===== config.mk =====
export PLATFORM = sky130hd
export DESIGN_NAME = port_ident_param_regs
export DESIGN_NICKNAME = d
export VERILOG_FILES = /design/src/pir_pkg.sv /design/src/pir_decode.sv /design/src/port_ident_param_regs.sv
export VERILOG_INCLUDE_DIRS = /design/src /design/src/src
export SDC_FILE = /design/constraint.sdc
export NUM_CORES = 1
export LEC_CHECK = 0
export ABC_AREA = 1
export BUFFER_PORTS_ARGS = -buffer_cell sky130_fd_sc_hd__buf_2
export CORE_UTILIZATION = 24
export CTS_CLUSTER_SIZE = 8
export DETAILED_ROUTE_END_ITERATION = 10
export PLACE_DENSITY = 0.73
export SYNTH_ARGS = -nofsm -noshare
export SYNTH_HDL_FRONTEND = slang
export SYNTH_SLANG_ARGS = --single-unit

===== constraint.sdc =====
create_clock -name core_clk_in -period 0.8 [get_ports core_clk_in]
set_input_delay 0.04 -clock core_clk_in [delete_from_list [all_inputs] [get_ports core_clk_in]]
set_output_delay 0.04 -clock core_clk_in [all_outputs]
set_load 0.02 [all_outputs]

===== src/pir_regs.svh =====
// Purpose: Offsets, field positions and build values of the ident/build-option bank
// Assumes: APB byte addresses, one aligned 32-bit word per register
// Notes: Build values are plain defaults; the ident code value is arbitrary
`ifndef PIR_REGS_SVH
`define PIR_REGS_SVH
`define PIR_ADDR_W 8
`define PIR_OFF_IDENT_CODE 8'h64
`define PIR_OFF_COMP_VERSION 8'h6c
`define PIR_OFF_BUILD_OPT1 8'h74
// Arbitrary identification code
`define PIR_IDENT_CODE_VAL 16'h3c5a
// ASCII version digits
`define PIR_COMP_VERSION_VAL 32'h3130305f
`define PIR_IDENT_FIELD_WIDTH_PARAM 6'h10
`define PIR_IDENT_REG_PRESENT 1'h1
`define PIR_BUILD_PARAMS_ENCODED 1'h1
`define PIR_INPUT_FILTER_PRESENT 1'h0
`define PIR_FIRST_PORT_IRQ_PRESENT 1'h0
`define PIR_BIT_IDENT_REG 15
`define PIR_BIT_PARAMS_ENC 14
`define PIR_BIT_FILTER 13
`define PIR_BIT_PORT_IRQ 12
`define PIR_WIDTH_LSB 16
`define PIR_WIDTH_MSB 20
`endif


===== src/pir_pkg.sv =====
// Purpose: Types of the ident/build-option bank
// Assumes: Nothing
// Notes: Register selector is one-hot
package pir_pkg;
  typedef enum logic [3:0] {
    PIR_SEL_NONE = 4'b0001,
    PIR_SEL_IDENT = 4'b0010,
    PIR_SEL_VERSION = 4'b0100,
    PIR_SEL_OPTS = 4'b1000
  } pir_sel_t;
endpackage


===== src/pir_decode.sv =====
// Purpose: Address decode of the bank
// Assumes: Aligned byte addresses
// Notes: Pure combinational
`timescale 1ns/1ps
`include "pir_regs.svh"
module pir_decode (
  input wire logic [7:0] addr_in,
  output pir_pkg::pir_sel_t sel_out
);
  always_comb begin
    unique case (addr_in)
      `PIR_OFF_IDENT_CODE: sel_out = pir_pkg::PIR_SEL_IDENT;
      `PIR_OFF_COMP_VERSION: sel_out = pir_pkg::PIR_SEL_VERSION;
      `PIR_OFF_BUILD_OPT1: sel_out = pir_pkg::PIR_SEL_OPTS;
      default: sel_out = pir_pkg::PIR_SEL_NONE;
    endcase
  end
endmodule // pir_decode


===== src/port_ident_param_regs.sv =====
// Purpose: Read-only identification and build-option registers on APB
// Assumes: Single clock core_clk_in, synchronous active-high reset_in
// Notes: Zero-wait-state slave; unmapped addresses read zero with pslverr
// Operation
// - Ident register low 16 bits give fixed build-time code; upper bits reserved zero.
// - Version register returns 32-bit value, one ASCII character per version digit.
// - Build-options bits 20:16 hold ident width minus one; bits above reserved.
// - Build-options bit 15 shows whether ident register was built in.
// - Build-options bit 14 shows whether encoded build parameters were added.
// - Build-options bit 13 shows whether input input_filter_present logic was built in.
// - Build-options bit 12 shows whether port A interrupts were built in.
`timescale 1ns/1ps
`include "pir_regs.svh"
module port_ident_param_regs (
  input wire logic core_clk_in,
  input wire logic reset_in,
  input wire logic psel_in,
  input wire logic penable_in,
  input wire logic pwrite_in,
  input wire logic [7:0] paddr_in,
  input wire logic [31:0] pwdata_in,
  input wire logic [3:0] pstrb_in,
  output logic [31:0] prdata_out,
  output logic pready_out,
  output logic pslverr_out
);
  pir_pkg::pir_sel_t sel;
  logic [31:0] ident_word;
  logic [31:0] version_word;
  logic [31:0] opts_word;
  logic [31:0] rd_next;
  logic [31:0] prdata_reg;
  logic err_next;
  logic access;
  logic setup;

  pir_decode u_decode (
    .addr_in(paddr_in),
    .sel_out(sel)
  );

  assign ident_word = {16'h0000, `PIR_IDENT_CODE_VAL};
  assign version_word = `PIR_COMP_VERSION_VAL;
  always_comb begin
    opts_word = 32'h0000_0000;
    opts_word[`PIR_WIDTH_MSB:`PIR_WIDTH_LSB] = 5'(`PIR_IDENT_FIELD_WIDTH_PARAM - 6'h01);
    opts_word[`PIR_BIT_IDENT_REG] = `PIR_IDENT_REG_PRESENT;
    opts_word[`PIR_BIT_PARAMS_ENC] = `PIR_BUILD_PARAMS_ENCODED;
    opts_word[`PIR_BIT_FILTER] = `PIR_INPUT_FILTER_PRESENT;
    opts_word[`PIR_BIT_PORT_IRQ] = `PIR_FIRST_PORT_IRQ_PRESENT;
  end

  // Writes return zero data, unmapped writes still flag error; read mux is side-effect free
  always_comb begin
    rd_next = 32'h0000_0000;
    err_next = 1'b0;
    unique case (sel)
      pir_pkg::PIR_SEL_IDENT: rd_next = ident_word;
      pir_pkg::PIR_SEL_VERSION: rd_next = version_word;
      pir_pkg::PIR_SEL_OPTS: rd_next = opts_word;
      pir_pkg::PIR_SEL_NONE: err_next = 1'b1;
    endcase
    if (pwrite_in) begin
      rd_next = 32'h0000_0000;
    end
  end

  assign setup = psel_in && !penable_in;
  assign access = psel_in && penable_in;

  // Read data captured in setup, held through access
  always_ff @(posedge core_clk_in) begin
    if (reset_in) begin
      prdata_reg <= 32'h0000_0000;
    end else if (setup) begin
      prdata_reg <= rd_next;
    end
  end

  assign prdata_out = prdata_reg;
  assign pready_out = 1'b1;
  assign pslverr_out = access && err_next;

  logic was_access;
  always_ff @(posedge core_clk_in) begin
    if (reset_in) begin
      was_access <= 1'b0;
    end else begin
      was_access <= access;
    end
  end

  // Last word read from each register, for the side-effect check
  logic [31:0] seen_word [3];
  logic [2:0] seen_valid;
  logic [1:0] seen_idx;
  logic seen_hit;

  always_comb begin
    seen_idx = 2'h0;
    seen_hit = 1'b1;
    unique case (sel)
      pir_pkg::PIR_SEL_IDENT: seen_idx = 2'h0;
      pir_pkg::PIR_SEL_VERSION: seen_idx = 2'h1;
      pir_pkg::PIR_SEL_OPTS: seen_idx = 2'h2;
      pir_pkg::PIR_SEL_NONE: seen_hit = 1'b0;
    endcase
  end

  always_ff @(posedge core_clk_in) begin
    if (reset_in) begin
      seen_valid <= 3'h0;
    end else if (access && !pwrite_in && seen_hit) begin
      seen_valid[seen_idx] <= 1'b1;
      seen_word[seen_idx] <= prdata_out;
    end
  end

  // Read data per register
  a_ident_read: assert property (
    @(posedge core_clk_in) disable iff (reset_in)
    access && !pwrite_in && paddr_in == `PIR_OFF_IDENT_CODE
    |-> prdata_out[31:16] == 16'h0000 && prdata_out[15:0] == `PIR_IDENT_CODE_VAL
  ) else $error("ident read wrong");
  a_version_read: assert property (
    @(posedge core_clk_in) disable iff (reset_in)
    access && !pwrite_in && paddr_in == `PIR_OFF_COMP_VERSION
    |-> prdata_out == `PIR_COMP_VERSION_VAL
  ) else $error("version read wrong");
  a_version_ascii: assert property (
    @(posedge core_clk_in) disable iff (reset_in)
    access && !pwrite_in && paddr_in == `PIR_OFF_COMP_VERSION
    |-> prdata_out[31:24] inside {[8'h20:8'h7e]} && prdata_out[23:16] inside {[8'h20:8'h7e]}
      && prdata_out[15:8] inside {[8'h20:8'h7e]} && prdata_out[7:0] inside {[8'h20:8'h7e]}
  ) else $error("version not ASCII");
  a_width_field: assert property (
    @(posedge core_clk_in) disable iff (reset_in)
    access && !pwrite_in && paddr_in == `PIR_OFF_BUILD_OPT1
    |-> prdata_out[31:21] == 11'h000 && prdata_out[20:16] == 5'h0f
  ) else $error("width field wrong");
  a_ident_present: assert property (
    @(posedge core_clk_in) disable iff (reset_in)
    access && !pwrite_in && paddr_in == `PIR_OFF_BUILD_OPT1
    |-> prdata_out[15] == `PIR_IDENT_REG_PRESENT
  ) else $error("ident present bit wrong");
  a_params_enc: assert property (
    @(posedge core_clk_in) disable iff (reset_in)
    access && !pwrite_in && paddr_in == `PIR_OFF_BUILD_OPT1
    |-> prdata_out[14] == `PIR_BUILD_PARAMS_ENCODED
  ) else $error("encoded params bit wrong");
  a_filter_bit: assert property (
    @(posedge core_clk_in) disable iff (reset_in)
    access && !pwrite_in && paddr_in == `PIR_OFF_BUILD_OPT1
    |-> prdata_out[13] == `PIR_INPUT_FILTER_PRESENT
  ) else $error("input_filter_present bit wrong");
  a_port_irq_bit: assert property (
    @(posedge core_clk_in) disable iff (reset_in)
    access && !pwrite_in && paddr_in == `PIR_OFF_BUILD_OPT1
    |-> prdata_out[12] == `PIR_FIRST_PORT_IRQ_PRESENT && prdata_out[11:0] == 12'h000
  ) else $error("port irq bit wrong");

  // Bus answer, hold and reset
  a_pready_high: assert property (
    @(posedge core_clk_in) disable iff (reset_in)
    access
    |-> pready_out
  ) else $error("access without ready");
  a_err_access_only: assert property (
    @(posedge core_clk_in) disable iff (reset_in)
    !access
    |-> !pslverr_out
  ) else $error("error outside access");
  a_unmapped_err: assert property (
    @(posedge core_clk_in) disable iff (reset_in)
    access && sel == pir_pkg::PIR_SEL_NONE
    |-> pslverr_out && prdata_out == 32'h0000_0000
  ) else $error("unmapped not flagged");
  a_data_hold: assert property (
    @(posedge core_clk_in) disable iff (reset_in)
    !setup && !reset_in
    |=> $stable(prdata_out)
  ) else $error("read data moved outside setup");
  a_reset_clear: assert property (
    @(posedge core_clk_in)
    reset_in
    |=> prdata_out == 32'h0000_0000 && !pslverr_out
  ) else $error("reset left read data");
  a_sel_onehot: assert property (
    @(posedge core_clk_in) disable iff (reset_in)
    1'b1
    |-> $onehot(sel)
  ) else $error("register select not one-hot");

  // Writes, no error on mapped access, and repeated reads
  a_write_zero: assert property (
    @(posedge core_clk_in) disable iff (reset_in)
    access && pwrite_in
    |-> prdata_out == 32'h0000_0000 && pready_out
  ) else $error("write not ignored");
  a_mapped_no_err: assert property (
    @(posedge core_clk_in) disable iff (reset_in)
    access && sel != pir_pkg::PIR_SEL_NONE
    |-> !pslverr_out
  ) else $error("mapped access flagged");
  a_read_stable: assert property (
    @(posedge core_clk_in) disable iff (reset_in)
    access && !pwrite_in ##1 setup && !pwrite_in && $stable(paddr_in)
    |=> $stable(prdata_out)
  ) else $error("read changed value");
  a_repeat_read: assert property (
    @(posedge core_clk_in) disable iff (reset_in)
    access && !pwrite_in && seen_hit && seen_valid[seen_idx]
    |-> prdata_out == seen_word[seen_idx]
  ) else $error("repeated read differs");

  c_read_ident: cover property (@(posedge core_clk_in) access && !pwrite_in && paddr_in == `PIR_OFF_IDENT_CODE);
  c_read_opts: cover property (@(posedge core_clk_in) access && !pwrite_in && paddr_in == `PIR_OFF_BUILD_OPT1);
  c_write_any: cover property (@(posedge core_clk_in) access && pwrite_in);
  c_back_to_back: cover property (@(posedge core_clk_in) was_access && setup);
  c_unmapped: cover property (@(posedge core_clk_in) access && pslverr_out);
endmodule // port_ident_param_regs


==> results of run 1 <==
-- what timing repair did --
action	in CTS	in global routing
endpoints found under the setup margin	15	22
gates resized for setup	9	29
endpoints found under the hold margin	0	0
buffers inserted	1	3
cloned	0	0
pin swaps	1	5
-- cell usage after synthesis, drive strengths merged --
| cell type | instances |
|---|---|
| conb | 2 |
| nor2 | 5 |
| buf | 29 |
| inv | 8 |
| o21ai | 1 |
| nand2 | 13 |
| nand3 | 5 |
| nor2b | 1 |
| dfxtp | 4 |
| a21oi | 3 |
-- layout make-up --
| class | instances | area [um2] |
|---|---|---|
| Tap cell | 25 | 31.3 |
| Clock buffer | 3 | 22.5 |
| Fill cell | 184 | 1160 |
| Sequential cell | 4 | 91.3 |
| Inverter | 8 | 30.0 |
| Timing Repair Buffer | 40 | 278 |
| Multi-Input combinational cell | 40 | 211 |
-- power breakdown --
group	internal (mW)	switching [mW]
clock	0.167	0.0700
sequential	0.191	0.000204
combinational	0.0513	0.106
total	0.409	0.176
-- how the worst min path moves through the flow --
stage	start	endpoint	slack (ps)	depth (start not counted)
6_report	reset_in	prdata_out[19]	0.9	2
5_1_grt	reset_in	prdata_out[28]	10	2
4_1_cts	reset_in	prdata_out[19]	2	2
3_5_place_dp	reset_in	prdata_out[19]	250	2
3_3_place_gp	reset_in	prdata_out[19]	250	2
2_1_floorplan	reset_in	prdata_out[11]	110	1
-- routing by layer --
layer | part of all wire | wire (um) | GRT usage | vias to the layer above
met4 | 0 | 0 | 0.0629 | 0
met3 | 0.088 | 77 | 0.0115 | 0
li1 | - | - | - | 221
met2 | 0.58 | 508 | 0.139 | 29
met1 | 0.33 | 289 | 0.0434 | 188
met5 | 0 | 0 | 0 | -
-- cells by family (layout without fill, tap and decap cells) --
family,after synthesis,after routing
buf+inv,37,51
compound gates,4,4
flops,4,4
simple gates,24,24
other cells,2,12
-- metrics by stage --
stage	util	area [um2]	setup WS (ps)
detailed placement	0.288	524	-22.6
finish	0.365	664	12.2
global route	0.365	664	-44.0
floorplan	-	526	7.79
CTS	0.315	574	-16.9
global placement	0.288	524	-14.6
==> metrics, run 1 <==
ANT cells=0; Initial Util=0.267; FF-to-FF Start=prdata_out[13]; detailed-route DRC error count=0; top post-synthesis cells by area=buf_4, dfxtp_1, nand2_1; Synth top area share=0.447; layout cells sized above 1=0.632; crit path capture=prdata_out[29]; CTS root buffer=clkbuf_4; Port Buffers=34; Wirelength per Cell=7.29 um; Max Root-Sink Buffers=2; worst setup path category=flop to output port; sequential area share after synthesis=0.165; initial antenna violation count=0; dpl cells=113; Die H=47.0 um; status=finished clean; fin. max-slew vios=0; global route total overflow=0; Max-Cap Viols=0; worst r2r dst=prdata_out[13]; Synth Area in XOR/XNOR=0; WP buf/inv=1; H-tree depth=1; Compound-Gate Fraction of Synth Area=0.0411; Setup TNS Final=0 ps; simple-gate share of the synthesized area=0.270; overall routed net length=875 um; Sink Count=4; vias in the first global route=322; critical path, cell by cell=buf_4; fmax=1270 MHz; Hold Fails Final Rpt=0; CP Launch Point=prdata_out[28]; DIE AREA=2210 um2; CTS tree=done; largest net degree at the start of global routing=9; Crit-path slowest cell=dfxtp_4; Worst setup SP type=flop; flop-to-flop setup slack=90 ps; Largest register FFs=4; RePlAce Congestion=0.782; worst path required time=760 ps; CP Max Fanout=8; Synth-to-Final Area Change=36.5%; RSZ-0062 raised after global routing=yes; FP Rows=15; Yosys cell types=13; cell family with most CP delay=flip-flops; Post-DRT Antenna Nets=0; Clock transition at path regs=40 ps; synthesized cell area=487 um2; first-pass GRT wire length=1010 um; power density over the cells=880 nW/um2; area of the core=1820 um2; CP Data Arrival Time=750 ps; Reg2Reg Depth=4; maximum VDD drop=0.334 mV; WP depth=1; commonest non-fill, non-tap cell in the layout=buf_4; Chip Width=47.0 um; total chip power=0.585 mW; leakage power=0.384 nW; DR iter-0 viols=3; Final nets=146; IO Count=83; vias=438; leading area contributor after synthesis=buf_4; clock latency on the worst-skew pair=220 ps; hold_buf cts=0; post-route clock period utilization=0.985; WHS=0.895 ps; Max Clock Skew=0 ps; Detail Placement HPWL=668 um; # setup viols final=0; number of synthesis warnings=0; HP Class=input pin to flop; total track usage=0.0652; Post-Synth Adder-Cell Area=0; Final Non-Filler Cells=120; most frequent cells in the layout=buf_4, conb_1, buf_2, nand2_1, inv_1; #FFs+latches synth=4; Synth Area per Inst=6.86 um2; CP peak stage delay=370 ps; post-synthesis mux area share=0; clock buffer count from CTS=3; vias per cell=3.65; largest family of logic cells by synthesized area=buffers and inverters; Syn Inst Count=71; DR pass1 iterations=3; Tmin final=788 ps; crit end category=output port
No activity file was read; power rests on OpenSTA's default activity.
==> run 2: changes to the inputs <==
- PLACE_DENSITY: 0.73 -> 0.75
==> metrics, run 2 (synthesized netlist as in run 1, its figures left out) <==
fin. max-slew vios=0 (unchanged); Port Buffers=34 (unchanged); status=complete, but fails checks (was finished clean); CTS root buffer=clkbuf_4 (unchanged); Worst setup SP type=flop (unchanged); Final nets=145 (was 146); total chip power=0.603 mW (was 0.585 mW); Final Util=0.370 (was 0.365); Hold Fails Final Rpt=0 (unchanged); HP Class=input pin to flop (unchanged); Post-DRT Antenna Nets=0 (unchanged); met1 wire length=257 um (was 289 um); global route total overflow=0 (unchanged); RePlAce Congestion=0.775 (was 0.782); RSZ-0062 raised after global routing=yes (unchanged); CTS tree=done (unchanged); overall routed net length=888 um (was 875 um); fmax=1240 MHz (was 1270 MHz); CP Data Arrival Time=760 ps (was 750 ps); routed wl met2=518 um (was 508 um); Crit-path slowest cell=dfxtp_4 (unchanged); FP Rows=15 (unchanged); Final Worst Setup Slack=-4.03 ps (was 12.2 ps); largest net degree at the start of global routing=9 (unchanged); Max Clock Skew=0 ps (unchanged); cell family with most CP delay=flip-flops (unchanged); detailed-route DRC error count=0 (unchanged); Chip Width=47.0 um (unchanged); DR top layer=met4 (was met3); worst slack, placed=-61.9 ps (was -22.6 ps); vias=443 (was 438); most frequent cells in the layout=buf_4, conb_1, buf_2, nand2_1, inv_1 (unchanged); crit end category=output port (unchanged); # setup viols final=7 (was 0); vias per cell=3.72 (was 3.65); WHS=109 ps (was 0.895 ps); Tmin final=804 ps (was 788 ps); DR pass1 iterations=3 (unchanged); critical path, cell by cell=buf_4 (unchanged); total track usage=0.0903 (was 0.0652); Sink Count=4 (unchanged); vias in the first global route=370 (was 322); WP buf/inv=1 (unchanged); power density over the cells=895 nW/um2 (was 880 nW/um2); H-tree depth=1 (unchanged); clock latency on the worst-skew pair=240 ps (was 220 ps); Clock transition at path regs=40 ps (about the same); Wirelength per Cell=7.46 um (was 7.29 um); layout cells sized above 1=0.596 (was 0.632); first-pass GRT wire length=1300 um (was 1010 um); worst setup path category=flop to output port (unchanged); Max-Cap Viols=0 (unchanged); failing checks=negative setup slack; CP Max Fanout=8 (unchanged); leakage power=0.381 nW (was 0.384 nW); clock buffer count from CTS=3 (unchanged); initial antenna violation count=0 (unchanged); IO Count=83 (unchanged); CP peak stage delay=380 ps (was 370 ps); worst path required time=760 ps (about the same); met3 WL=67 um (was 77 um); Max Root-Sink Buffers=2 (unchanged); Die H=47.0 um (unchanged); Setup TNS Final=-17.1 ps (was 0 ps); Initial Util=0.267 (unchanged); Detail Placement HPWL=708 um (was 668 um); DR iter-0 viols=3 (unchanged); Synth-to-Final Area Change=38.6% (was 36.5%); area of the core=1820 um2 (unchanged); commonest non-fill, non-tap cell in the layout=buf_4 (unchanged); Largest register FFs=4 (unchanged); post-route clock period utilization=1.01 (was 0.985); maximum VDD drop=0.324 mV (was 0.334 mV); DIE AREA=2210 um2 (unchanged); ANT cells=0 (unchanged)
==> run 2: cell count changes in the layout (fill, tap and decap cells not counted), moves of 2 or more <==
cell | previous run | this run
inv_1 | 6 | 8
buf_4 | 26 | 21
buf_6 | 2 | 5
inv_2 | 2 | 0
==> run 2: timing repair <==
item                       CTS  global route
pin swaps                    3             0
buffers inserted             2             0
setup endpoints to repair   20            22
resized for setup           24            16
hold endpoints to repair     3             0
hold buffers                 1             0
==> run 2: final timing paths <==
kind | start | end | slack (ps) | cells past startpoint
worst min register to register | prdata_out[11] | prdata_out[11] | 480 | 2
worst max register to register | prdata_out[13] | prdata_out[13] | 110 | 4
worst max-delay path | prdata_out[28] | prdata_out[21] | -4 | 1
worst min-delay path | pwrite_in | prdata_out[19] | 110 | 4
==> run 2: final cells by class <==
cell class | count | area (um2)
Fill cell | 180 | 1150
Timing Repair Buffer | 39 | 284
Tap cell | 25 | 31.3
Inverter | 8 | 30.0
Multi-Input combinational cell | 40 | 214
Clock buffer | 3 | 22.5
Sequential cell | 4 | 92.6
==> run 2: power by group <==
part	switching [mW]	internal, mW	total [mW]
registers	0.000235	0.191	0.191
logic	0.105	0.0494	0.154
clock network	0.0901	0.168	0.258
total	0.195	0.408	0.603
==> run 2: layer usage <==
layer / GRT usage / up-vias
li1: - / 220
met1: 0.0457 / 187
met2: 0.186 / 31
met3: 0.0423 / 5
met4: 0.0971 / 0
met5: 0 / -
==> run 2: per-stage QoR <==
stage               cell area [um2]  cells
global placement                524    113
finish                          674    119
floorplan                       526     81
CTS                             628    119
detailed placement              524    113
global route                    674    119
